==> src/slms_pkg.sv <==
/*
 * shared types and constants for the serial link master sequencer:
 * control character codes, receive event and transmit request carriers,
 * retry limits and reply timer lengths.
 * assumes a 100 MHz system clock; timer times are not fixed by the link.
 */
package slms_pkg;

	// clock
	localparam int CLK_PERIOD_NS = 10;

	// control characters on the line
	localparam logic [7:0] CHR_SOH = 8'h01;
	localparam logic [7:0] CHR_STX = 8'h02;
	localparam logic [7:0] CHR_EOT = 8'h04;
	localparam logic [7:0] CHR_ENQ = 8'h05;
	localparam logic [7:0] CHR_ACK = 8'h06;
	localparam logic [7:0] CHR_NAK = 8'h15;
	localparam logic [7:0] CHR_NONE = 8'h00;

	// retry limits
	localparam logic [5:0] ENQ_RETRY_MAX   = 6'h20;
	localparam logic [5:0] OTHER_RETRY_MAX = 6'h03;

	// reply timer times and derived cycle counts
	localparam int TMR_W                 = 12;
	localparam int ENQ_REPLY_TIME_NS     = 20000;
	localparam int HDR_REPLY_TIME_NS     = 30000;
	localparam int BLK_REPLY_TIME_NS     = 30000;
	localparam int TEXT_START_TIME_NS    = 30000;
	localparam int DATA_RECEIVE_TIME_NS  = 40000;
	localparam int END_WAIT_TIME_NS      = 20000;
	localparam logic [TMR_W-1:0] ENQ_REPLY_CYC    = TMR_W'(ENQ_REPLY_TIME_NS / CLK_PERIOD_NS);
	localparam logic [TMR_W-1:0] HDR_REPLY_CYC    = TMR_W'(HDR_REPLY_TIME_NS / CLK_PERIOD_NS);
	localparam logic [TMR_W-1:0] BLK_REPLY_CYC    = TMR_W'(BLK_REPLY_TIME_NS / CLK_PERIOD_NS);
	localparam logic [TMR_W-1:0] TEXT_START_CYC   = TMR_W'(TEXT_START_TIME_NS / CLK_PERIOD_NS);
	localparam logic [TMR_W-1:0] DATA_RECEIVE_CYC = TMR_W'(DATA_RECEIVE_TIME_NS / CLK_PERIOD_NS);
	localparam logic [TMR_W-1:0] END_WAIT_CYC     = TMR_W'(END_WAIT_TIME_NS / CLK_PERIOD_NS);

	// received events
	typedef enum logic [3:0] {
		EV_ENQ, EV_ACK, EV_NAK, EV_EOT, EV_SOH, EV_STX,
		EV_CHAR, EV_GOOD_DATA, EV_BAD_DATA
	} slms_ev_t;

	typedef struct packed {
		logic     valid;
		slms_ev_t kind;
	} slms_rx_t;

	// transmit requests
	typedef enum logic [2:0] {
		TX_ENQ, TX_QENQ, TX_HDR, TX_DATA, TX_ACK, TX_NAK, TX_EOT
	} slms_tx_kind_t;

	typedef struct packed {
		logic          valid;
		slms_tx_kind_t kind;
		logic [7:0]    code;
	} slms_tx_t;

	typedef enum logic [2:0] {
		TM_ENQ, TM_HDR, TM_BLK, TM_TEXT, TM_DATA, TM_END
	} slms_tmr_sel_t;

endpackage : slms_pkg

==> src/slms_timer.sv <==
/*
 * one-shot reply timer: loads a cycle count on start, halts on stop without clearing the count,
 * and gives a one-cycle expiry pulse when the count runs out.
 * assumes start and stop are never asked in the same cycle as meaningful.
 */
`timescale 1ns/1ns
`default_nettype none

module slms_timer #(
	parameter int W = 12
) (
	// clock and reset
	input  wire logic         clk_i,
	input  wire logic         rst_n_i,
	// control
	input  wire logic         start_i,
	input  wire logic [W-1:0] len_i,
	input  wire logic         stop_i,
	// status
	output logic              expired_o
);

	logic [W-1:0] cnt;
	logic         run;
	logic [W-1:0] next_cnt;
	logic         next_run;
	logic         next_expired;

	always_comb begin
		next_cnt     = cnt;
		next_run     = run;
		next_expired = 1'b0;
		if (start_i) begin
			next_cnt = len_i;
			next_run = 1'b1;
		end else if (stop_i) begin
			next_run = 1'b0;
		end else if (run) begin
			if (cnt <= W'(1)) begin
				next_run     = 1'b0;
				next_expired = 1'b1;
			end else begin
				next_cnt = cnt - W'(1);
			end
		end
	end

	always_ff @(posedge clk_i or negedge rst_n_i) begin
		if (!rst_n_i) begin
			cnt       <= '0;
			run       <= 1'b0;
			expired_o <= 1'b0;
		end else begin
			cnt       <= next_cnt;
			run       <= next_run;
			expired_o <= next_expired;
		end
	end

endmodule : slms_timer
`default_nettype wire

==> src/slms_master.sv <==
/*
 * link-layer master sequencer: opens a session, sends the header, moves
 * data blocks either way with acknowledge handshakes and retries, closes.
 * assumes a receiver that reports one classified event per cycle and a
 * transmitter that accepts one transmit request per cycle without stalling.
 */
`timescale 1ns/1ns
`default_nettype none

module slms_master (
	// clock and reset
	input  wire logic              sys_clk_i,
	input  wire logic              arst_n_i,
	// controller side
	input  wire logic              communication_request_i,
	input  wire logic              quick_enquiry_sequence_i,
	input  wire logic              read_dir_i,
	input  wire logic              data_ready_i,
	input  wire logic              last_block_i,
	output logic                   fetch_data_o,
	output logic                   deliver_data_o,
	output logic                   busy_o,
	// link side
	input  wire slms_pkg::slms_rx_t rx_i,
	output slms_pkg::slms_tx_t      tx_o
);

	typedef enum logic [2:0] {
		ST_IDLE, ST_ENQ_REPLY, ST_HDR_REPLY, ST_BLK_REPLY,
		ST_TEXT_WAIT, ST_DATA_WAIT, ST_END_WAIT, ST_QUICK_WAIT
	} slms_state_t;

	logic rst_sync0;
	logic rst_n;

	always_ff @(posedge sys_clk_i or negedge arst_n_i) begin
		if (!arst_n_i) begin
			rst_sync0 <= 1'b0;
			rst_n     <= 1'b0;
		end else begin
			rst_sync0 <= 1'b1;
			rst_n     <= rst_sync0;
		end
	end

	function automatic slms_pkg::slms_tx_t tx_pkt(slms_pkg::slms_tx_kind_t k);
		slms_pkg::slms_tx_t t;
		t.valid = 1'b1;
		t.kind  = k;
		unique case (k)
			slms_pkg::TX_ENQ,
			slms_pkg::TX_QENQ: t.code = slms_pkg::CHR_ENQ;
			slms_pkg::TX_ACK:  t.code = slms_pkg::CHR_ACK;
			slms_pkg::TX_NAK:  t.code = slms_pkg::CHR_NAK;
			slms_pkg::TX_EOT:  t.code = slms_pkg::CHR_EOT;
			slms_pkg::TX_HDR:  t.code = slms_pkg::CHR_SOH;
			slms_pkg::TX_DATA: t.code = slms_pkg::CHR_STX;
			default:           t.code = slms_pkg::CHR_NONE;
		endcase
		return t;
	endfunction : tx_pkt

	function automatic logic [slms_pkg::TMR_W-1:0] tmr_len(slms_pkg::slms_tmr_sel_t s);
		unique case (s)
			slms_pkg::TM_ENQ:  return slms_pkg::ENQ_REPLY_CYC;
			slms_pkg::TM_HDR:  return slms_pkg::HDR_REPLY_CYC;
			slms_pkg::TM_BLK:  return slms_pkg::BLK_REPLY_CYC;
			slms_pkg::TM_TEXT: return slms_pkg::TEXT_START_CYC;
			slms_pkg::TM_DATA: return slms_pkg::DATA_RECEIVE_CYC;
			default:           return slms_pkg::END_WAIT_CYC;
		endcase
	endfunction : tmr_len

	slms_state_t        state, next_state;
	logic [5:0]         enquiry_retry_count, next_enquiry_retry_count;
	logic [5:0]         header_retry_count, next_header_retry_count;
	logic [5:0]         block_retry_count, next_block_retry_count;
	logic [5:0]         quick_retry_count, next_quick_retry_count;
	logic               read_dir, next_read_dir;
	logic               await_data, next_await_data;
	slms_pkg::slms_tx_t next_tx;
	logic               next_fetch, next_deliver;
	logic               tmr_start, tmr_stop, timeout;
	slms_pkg::slms_tmr_sel_t tmr_sel;
	logic               ev;
	slms_pkg::slms_ev_t kind;

	assign ev   = rx_i.valid;
	assign kind = rx_i.kind;

	slms_timer #(.W(slms_pkg::TMR_W)) u_timer (
		.clk_i    (sys_clk_i),
		.rst_n_i  (rst_n),
		.start_i  (tmr_start),
		.len_i    (tmr_len(tmr_sel)),
		.stop_i   (tmr_stop),
		.expired_o(timeout)
	);

	always_comb begin
		next_state               = state;
		next_enquiry_retry_count = enquiry_retry_count;
		next_header_retry_count  = header_retry_count;
		next_block_retry_count   = block_retry_count;
		next_quick_retry_count   = quick_retry_count;
		next_read_dir            = read_dir;
		next_await_data          = await_data;
		next_tx                  = '0;
		next_fetch               = 1'b0;
		next_deliver             = 1'b0;
		tmr_start                = 1'b0;
		tmr_sel                  = slms_pkg::TM_ENQ;
		tmr_stop                 = 1'b0;
		unique case (state)
			ST_IDLE: begin
				if (communication_request_i) begin
					next_enquiry_retry_count = '0;
					next_header_retry_count  = '0;
					next_block_retry_count   = '0;
					next_quick_retry_count   = '0;
					next_read_dir            = read_dir_i;
					tmr_start                = 1'b1;
					if (quick_enquiry_sequence_i) begin
						next_tx    = tx_pkt(slms_pkg::TX_QENQ);
						next_state = ST_QUICK_WAIT;
					end else begin
						next_tx    = tx_pkt(slms_pkg::TX_ENQ);
						next_state = ST_ENQ_REPLY;
					end
				end
			end
			ST_ENQ_REPLY: begin
				if (ev && kind == slms_pkg::EV_ACK) begin
					next_tx    = tx_pkt(slms_pkg::TX_HDR);
					tmr_start  = 1'b1;
					tmr_sel    = slms_pkg::TM_HDR;
					next_state = ST_HDR_REPLY;
				end else if ((ev && kind == slms_pkg::EV_NAK) || (!ev && timeout)) begin
					if (enquiry_retry_count <= slms_pkg::ENQ_RETRY_MAX) begin
						next_enquiry_retry_count = enquiry_retry_count + 6'h01;
						next_tx   = tx_pkt(slms_pkg::TX_ENQ);
						tmr_start = 1'b1;
					end else begin
						next_tx    = tx_pkt(slms_pkg::TX_EOT);
						next_state = ST_IDLE;
					end
				end else if (ev) begin
					next_tx    = tx_pkt(slms_pkg::TX_EOT);
					next_state = ST_IDLE;
				end
			end
			ST_HDR_REPLY: begin
				if (ev && kind == slms_pkg::EV_ACK) begin
					if (read_dir) begin
						next_state = ST_TEXT_WAIT;
						tmr_start  = 1'b1;
						tmr_sel    = slms_pkg::TM_TEXT;
					end else begin
						next_fetch = 1'b1;
						next_tx    = tx_pkt(slms_pkg::TX_DATA);
						tmr_start  = 1'b1;
						tmr_sel    = slms_pkg::TM_BLK;
						next_state = ST_BLK_REPLY;
					end
				end else if (ev && kind == slms_pkg::EV_NAK
					&& header_retry_count <= slms_pkg::OTHER_RETRY_MAX) begin
					next_header_retry_count = header_retry_count + 6'h01;
					next_tx   = tx_pkt(slms_pkg::TX_HDR);
					tmr_start = 1'b1;
					tmr_sel   = slms_pkg::TM_HDR;
				end else if (ev || timeout) begin
					next_tx    = tx_pkt(slms_pkg::TX_EOT);
					next_state = ST_IDLE;
				end
			end
			ST_BLK_REPLY: begin
				if (await_data) begin
					if (ev) begin
						next_tx    = tx_pkt(slms_pkg::TX_EOT);
						next_state = ST_IDLE;
					end else if (data_ready_i) begin
						next_block_retry_count = '0;
						next_tx         = tx_pkt(slms_pkg::TX_DATA);
						next_await_data = 1'b0;
						tmr_start       = 1'b1;
						tmr_sel         = slms_pkg::TM_BLK;
					end
				end else if (ev && kind == slms_pkg::EV_ACK) begin
					if (last_block_i) begin
						next_tx    = tx_pkt(slms_pkg::TX_EOT);
						next_state = ST_IDLE;
					end else begin
						next_await_data = 1'b1;
						tmr_stop        = 1'b1;
					end
				end else if (ev && kind == slms_pkg::EV_NAK
					&& block_retry_count <= slms_pkg::OTHER_RETRY_MAX) begin
					next_block_retry_count = block_retry_count + 6'h01;
					next_tx   = tx_pkt(slms_pkg::TX_DATA);
					tmr_start = 1'b1;
					tmr_sel   = slms_pkg::TM_BLK;
				end else if (ev || timeout) begin
					next_tx    = tx_pkt(slms_pkg::TX_EOT);
					next_state = ST_IDLE;
				end
			end
			ST_TEXT_WAIT: begin
				if (ev && kind == slms_pkg::EV_STX) begin
					tmr_start  = 1'b1;
					tmr_sel    = slms_pkg::TM_DATA;
					next_state = ST_DATA_WAIT;
				end else if (ev || timeout) begin
					next_tx    = tx_pkt(slms_pkg::TX_EOT);
					next_state = ST_IDLE;
				end
			end
			ST_DATA_WAIT: begin
				if (ev && kind == slms_pkg::EV_GOOD_DATA) begin
					next_deliver = 1'b1;
					next_tx      = tx_pkt(slms_pkg::TX_ACK);
					tmr_start    = 1'b1;
					if (last_block_i) begin
						tmr_sel    = slms_pkg::TM_END;
						next_state = ST_END_WAIT;
					end else begin
						tmr_sel    = slms_pkg::TM_TEXT;
						next_state = ST_TEXT_WAIT;
					end
				end else if (ev && kind == slms_pkg::EV_BAD_DATA
					&& block_retry_count <= slms_pkg::OTHER_RETRY_MAX) begin
					next_block_retry_count = block_retry_count + 6'h01;
					next_tx    = tx_pkt(slms_pkg::TX_NAK);
					tmr_start  = 1'b1;
					tmr_sel    = slms_pkg::TM_TEXT;
					next_state = ST_TEXT_WAIT;
				end else if (ev || timeout) begin
					next_tx    = tx_pkt(slms_pkg::TX_EOT);
					next_state = ST_IDLE;
				end
			end
			ST_END_WAIT: begin
				if (ev || timeout) begin
					next_tx    = tx_pkt(slms_pkg::TX_EOT);
					next_state = ST_IDLE;
				end
			end
			ST_QUICK_WAIT: begin
				if (ev && kind == slms_pkg::EV_GOOD_DATA) begin
					next_state = ST_IDLE;
					tmr_stop   = 1'b1;
				end else if ((ev && kind == slms_pkg::EV_BAD_DATA) || (!ev && timeout)) begin
					if (quick_retry_count <= slms_pkg::OTHER_RETRY_MAX) begin
						next_quick_retry_count = quick_retry_count + 6'h01;
						next_tx   = tx_pkt(slms_pkg::TX_QENQ);
						tmr_start = 1'b1;
					end else begin
						next_state = ST_IDLE;
						tmr_stop   = 1'b1;
					end
				end else if (ev) begin
					next_tx    = tx_pkt(slms_pkg::TX_EOT);
					next_state = ST_IDLE;
				end
			end
		endcase
		if (next_state == ST_IDLE) begin
			next_await_data = 1'b0;
			if (state != ST_IDLE) begin
				tmr_stop = 1'b1;
			end
		end
	end

	always_ff @(posedge sys_clk_i or negedge rst_n) begin
		if (!rst_n) begin
			state               <= ST_IDLE;
			enquiry_retry_count <= '0;
			header_retry_count  <= '0;
			block_retry_count   <= '0;
			quick_retry_count   <= '0;
			read_dir            <= 1'b0;
			await_data          <= 1'b0;
			tx_o                <= '0;
			fetch_data_o        <= 1'b0;
			deliver_data_o      <= 1'b0;
		end else begin
			state               <= next_state;
			enquiry_retry_count <= next_enquiry_retry_count;
			header_retry_count  <= next_header_retry_count;
			block_retry_count   <= next_block_retry_count;
			quick_retry_count   <= next_quick_retry_count;
			read_dir            <= next_read_dir;
			await_data          <= next_await_data;
			tx_o                <= next_tx;
			fetch_data_o        <= next_fetch;
			deliver_data_o      <= next_deliver;
		end
	end

	assign busy_o = (state != ST_IDLE);

	property p_req_normal;
		@(posedge sys_clk_i) disable iff (!rst_n)
		(state == ST_IDLE && communication_request_i && !quick_enquiry_sequence_i)
		|=> (state == ST_ENQ_REPLY && tx_o.valid && tx_o.kind == slms_pkg::TX_ENQ
			&& enquiry_retry_count == 6'h00);
	endproperty
	a_req_normal: assert property (p_req_normal) else $error("enquiry not sent on request");

	property p_req_quick;
		@(posedge sys_clk_i) disable iff (!rst_n)
		(state == ST_IDLE && communication_request_i && quick_enquiry_sequence_i)
		|=> (state == ST_QUICK_WAIT && tx_o.kind == slms_pkg::TX_QENQ && tx_o.code == 8'h05);
	endproperty
	a_req_quick: assert property (p_req_quick) else $error("quick enquiry not sent");

	property p_enq_ack;
		@(posedge sys_clk_i) disable iff (!rst_n)
		(state == ST_ENQ_REPLY && ev && kind == slms_pkg::EV_ACK)
		|=> (state == ST_HDR_REPLY && tx_o.kind == slms_pkg::TX_HDR);
	endproperty
	a_enq_ack: assert property (p_enq_ack) else $error("header not sent after enquiry ack");

	property p_enq_retry;
		@(posedge sys_clk_i) disable iff (!rst_n)
		(state == ST_ENQ_REPLY && ev && kind == slms_pkg::EV_NAK && enquiry_retry_count <= 6'h20)
		|=> (state == ST_ENQ_REPLY && enquiry_retry_count == $past(enquiry_retry_count) + 6'h01
			&& tx_o.kind == slms_pkg::TX_ENQ);
	endproperty
	a_enq_retry: assert property (p_enq_retry) else $error("enquiry retry wrong");

	property p_hdr_give_up;
		@(posedge sys_clk_i) disable iff (!rst_n)
		(state == ST_HDR_REPLY && ev && kind == slms_pkg::EV_NAK && header_retry_count > 6'h03)
		|=> (state == ST_IDLE && tx_o.valid && tx_o.code == 8'h04);
	endproperty
	a_hdr_give_up: assert property (p_hdr_give_up) else $error("header retries not ended");

	property p_blk_last;
		@(posedge sys_clk_i) disable iff (!rst_n)
		(state == ST_BLK_REPLY && !await_data && ev && kind == slms_pkg::EV_ACK && last_block_i)
		|=> (state == ST_IDLE && tx_o.kind == slms_pkg::TX_EOT) ##1 !busy_o;
	endproperty
	a_blk_last: assert property (p_blk_last) else $error("last block ack did not end");

	property p_text_start;
		@(posedge sys_clk_i) disable iff (!rst_n)
		(state == ST_TEXT_WAIT && ev && kind == slms_pkg::EV_STX)
		|=> (state == ST_DATA_WAIT && !tx_o.valid);
	endproperty
	a_text_start: assert property (p_text_start) else $error("text start not taken");

	property p_good_block;
		@(posedge sys_clk_i) disable iff (!rst_n)
		(state == ST_DATA_WAIT && ev && kind == slms_pkg::EV_GOOD_DATA)
		|=> (deliver_data_o && tx_o.code == 8'h06
			&& state == ($past(last_block_i) ? ST_END_WAIT : ST_TEXT_WAIT));
	endproperty
	a_good_block: assert property (p_good_block) else $error("good block not acked");

	property p_quick_give_up;
		@(posedge sys_clk_i) disable iff (!rst_n)
		(state == ST_QUICK_WAIT && ev && kind == slms_pkg::EV_BAD_DATA && quick_retry_count > 6'h03)
		|=> (state == ST_IDLE && !tx_o.valid);
	endproperty
	a_quick_give_up: assert property (p_quick_give_up) else $error("quick end sent a char");

	property p_stray_eot;
		@(posedge sys_clk_i) disable iff (!rst_n)
		(state == ST_ENQ_REPLY && ev && kind == slms_pkg::EV_EOT)
		|=> (state == ST_IDLE && tx_o.kind == slms_pkg::TX_EOT);
	endproperty
	a_stray_eot: assert property (p_stray_eot) else $error("stray end not answered");

endmodule : slms_master
`default_nettype wire

==> config.mk <==
export PLATFORM = sky130hd
export DESIGN_NAME = slms_master
export DESIGN_NICKNAME = d
export VERILOG_FILES = /design/src/slms_pkg.sv /design/src/slms_timer.sv /design/src/slms_master.sv
export SDC_FILE = /design/constraint.sdc
export NUM_CORES = 1
export LEC_CHECK = 0
export BUFFER_PORTS_ARGS = -buffer_cell sky130_fd_sc_hd__buf_4
export CORE_ASPECT_RATIO = 1.1
export CORE_MARGIN = 2
export CORE_UTILIZATION = 35
export DETAILED_ROUTE_END_ITERATION = 6
export PLACE_DENSITY = 0.55
export SLEW_MARGIN = 20
export SYNTH_ARGS = -nofsm -noshare
export SYNTH_HDL_FRONTEND = slang
export SYNTH_SLANG_ARGS = --single-unit
==> constraint.sdc <==
create_clock -name sys_clk_i -period 1.5 [get_ports sys_clk_i]
set_input_delay 0.225 -clock sys_clk_i [delete_from_list [all_inputs] [get_ports sys_clk_i]]
set_output_delay 0.225 -clock sys_clk_i [all_outputs]
set_load 0.01 [all_outputs]
==> impl_metrics.yaml <==
worst_setup_path:
  crit_end: "u_timer.cnt[4]"
  critPathRequiredTime_ns: 1.72
  startpoint_type: "flip-flop"
  reg2reg_depth: 9
  worstPathMaxFanout: 8
  rr_endpoint: "u_timer.cnt[4]"
  end_kind: "flip-flop"
  critPathKind: "flip-flop to flip-flop"
  worstSetupStartpoint: "state[0]"
  worstPathArrival_ns: 2.82
  rrSetupSlack_ns: -1.10
  reg2reg_from: "state[0]"
global_routing:
  grt_overflow: 0
  grt.total_usage_pct: 23.1
  met1_usage_pct: 29.6
  grt_use_met3_pct: 3.43
  grt_first_pass_wirelength_um: 18100
  busiest_layer: "met2"
  use_met2_pct: 38.6
  grt_start_max_net_pins: 54
  antenna_found_initial: 0
  first_global_vias: 3664
synthesis:
  yosys_register_bits: 55
  syn_inst: 368
  yosysWarnings: 0
  synth_cell_types: 67
  synth_async_sr_flop_share_pct: 100
  synth_enable_flop_cells: 0
  syn_area_um2: 3290
  yosysSeqAreaShare_pct: 41.8
  synth_flop_cell: "dfrtp_1"
  syn-mean-instance-area_um2: 8.95
floorplan:
  die_w_um: 96.5
  core_area_um2: 9260
  die_area_um2: 10200
  die_h_um: 106
  rows: 37
  start_util_pct: 35.6
  ios: 27
clocking:
  cts_made_buffers: 5
  cts_root_buf: "clkbuf_8"
  clockBufferDepth: 2
  h-tree-depth: 2
  cts_tree: "built"
  clk_pin_slew_ns: 0.11
  clk_latency_ns: 0.33
  cts.sinks: 55
hold_path:
  min_path_type: "input pin to flip-flop"
routing:
  wl_per_cell_um: 17.0
  drt.antenna.violating_nets: 0
  firstDrtPassIters: 4
  post_drt_via_cell_ratio: 5.31
  route.detailed.drc: 0
  vias: 3504
  wl_um: 11200
  drt-initial-drc-count: 167
finish:
  area_growth_pct: 65.4
  final_area_um2: 5440
  diodes: 0
  nets: 561
  drive_gt1_share_pct: 53.4
placed_design:
  hpwlAfterDp_um: 8150
  place_congestion: 0.936
  dpl_cell_area_um2: 4720
  port_buffers: 22
run_status:
  status: "finished with violations"
  violations: "negative setup slack"
sta:
  rsz0062_at_grt: "yes"
  slew_headroom_pct: 65.9
  fin_crit_ns: 2.60
  setup_violations: 44
  worst_slack_ns: -1.10
  report.final.slew_viol_count: 0
  setup_tns_ns: -31.00
  hold_viol: 0
  max_freq_mhz: 385
  worstMarginPinSlew_ns: 0.507
  skew_ns: 0.00930
  period_share_pct: 173
run:
  cap_violations: 0
pwr:
  powerDensity_nw_per_um2: 1500
  cellLeakagePower_nw: 2.48
  ir_drop_uv: 951
-- worst min-delay path by stage --
stage                    start         to  slack [ns]  cells past startpoint
floorplan             arst_n_i      rst_n       -0.07                      0
global placement      arst_n_i  rst_sync0       0.007                      1
detailed placement    arst_n_i  rst_sync0        0.01                      1
CTS                 read_dir_i   read_dir        0.08                      3
global route        read_dir_i   read_dir        0.10                      3
finish              read_dir_i   read_dir        0.10                      3
-- through the flow --
| step | setup WS, ns | cells | total power [mW] | util, % | hold slack, ns |
|---|---|---|---|---|---|
| 2_1_floorplan | -0.812 | 371 | 4.09 | - | -0.0706 |
| 3_3_place_gp | -1.09 | 629 | 6.01 | 50.9 | 0.00701 |
| 3_5_place_dp | -1.10 | 629 | 6.09 | 50.9 | 0.0137 |
| 4_1_cts | -1.02 | 652 | 7.56 | 55.5 | 0.0838 |
| 5_1_grt | -1.16 | 660 | 8.73 | 58.8 | 0.100 |
| 6_report | -1.10 | 660 | 8.17 | 58.8 | 0.102 |
-- cells in the mapped netlist (7+ instances only) --
master / instances / share of area, %
nand3_1: 16 / 2.4
ha_1: 7 / 2.7
dfrtp_1: 55 / 42
a31oi_1: 9 / 1.7
nor2_1: 35 / 4.0
o21ai_0: 28 / 4.3
inv_1: 16 / 1.8
a21oi_1: 24 / 3.6
nand2_1: 30 / 3.4
and2_1: 11 / 2.1
nor3_1: 12 / 1.8
clkbuf_1: 8 / 0.91
-- worst max-delay path, cell delays in order, from the launching register on --
cell     delay (ns)
dfrtp_2        0.50
and3b_2        0.26
nand3_4        0.07
inv_2          0.04
a32o_1         0.20
or4b_4         0.58
o31ai_4        0.35
buf_4          0.18
nor3_2         0.04
a311o_1        0.26
-- timing repair --
item                       CTS  global route
gates resized for setup     51            58
hold buffers                 1             0
hold endpoints to repair     2             0
setup buffers               15            14
setup endpoints to repair   53            53
pin swaps                   19            36
-- registers in the layout (all words and copies together), names as in the netlist, 3 cells and up --
| signal | cells |
|---|---|
| header_retry_count | 6 |
| u_timer.cnt | 12 |
| enquiry_retry_count | 6 |
| state | 3 |
| quick_retry_count | 6 |
| block_retry_count | 6 |
| tx_o | 8 |
-- cell families after synthesis --
kind of cell	after synthesis	synth area share (%)
compound gates	105	22.0
xor+xnor	3	0.798
flops	55	41.8
buf+inv	36	5.17
simple gates	156	26.1
fa+ha+maj	7	2.66
other cells	2	0.228
mux	4	1.22
-- area by class of cell --
class,count,area (µm²)
well taps,117,146
multi-input cells,280,2240
flip-flops and latches,55,1380
clock inverters,3,27.5
clock buffers,5,68.8
repair buffers,183,1520
inverters,17,63.8
fillers,842,3810
-- cells in the final DEF, fill, tap and decap left out, types with 6 or more instances in the layout --
cell type,netlist,routed
a21oi_1,24,13
a21oi_2,0,9
and2_4,0,7
buf_4,4,153
buf_6,2,25
dfrtp_1,55,51
ha_1,7,6
inv_1,16,13
nand2_1,30,22
nand3_1,16,14
nor2_1,35,32
nor3_1,12,7
o21ai_0,28,13
o21ai_2,0,10
-- metal layers --
layer	part of all wire [%]	wire length [µm]	up-vias
met5	0	0	-
met4	3.0	333	0
met3	3.3	371	26
met2	50	5550	69
met1	44	4930	1714
li1	-	-	1695
-- power by group --
part | internal [mW] | switching [mW]
Sequential | 1.74 | 0.192
Combinational | 2.76 | 2.55
Clock | 0.345 | 0.581
No activity file was read; power rests on OpenSTA's default activity.
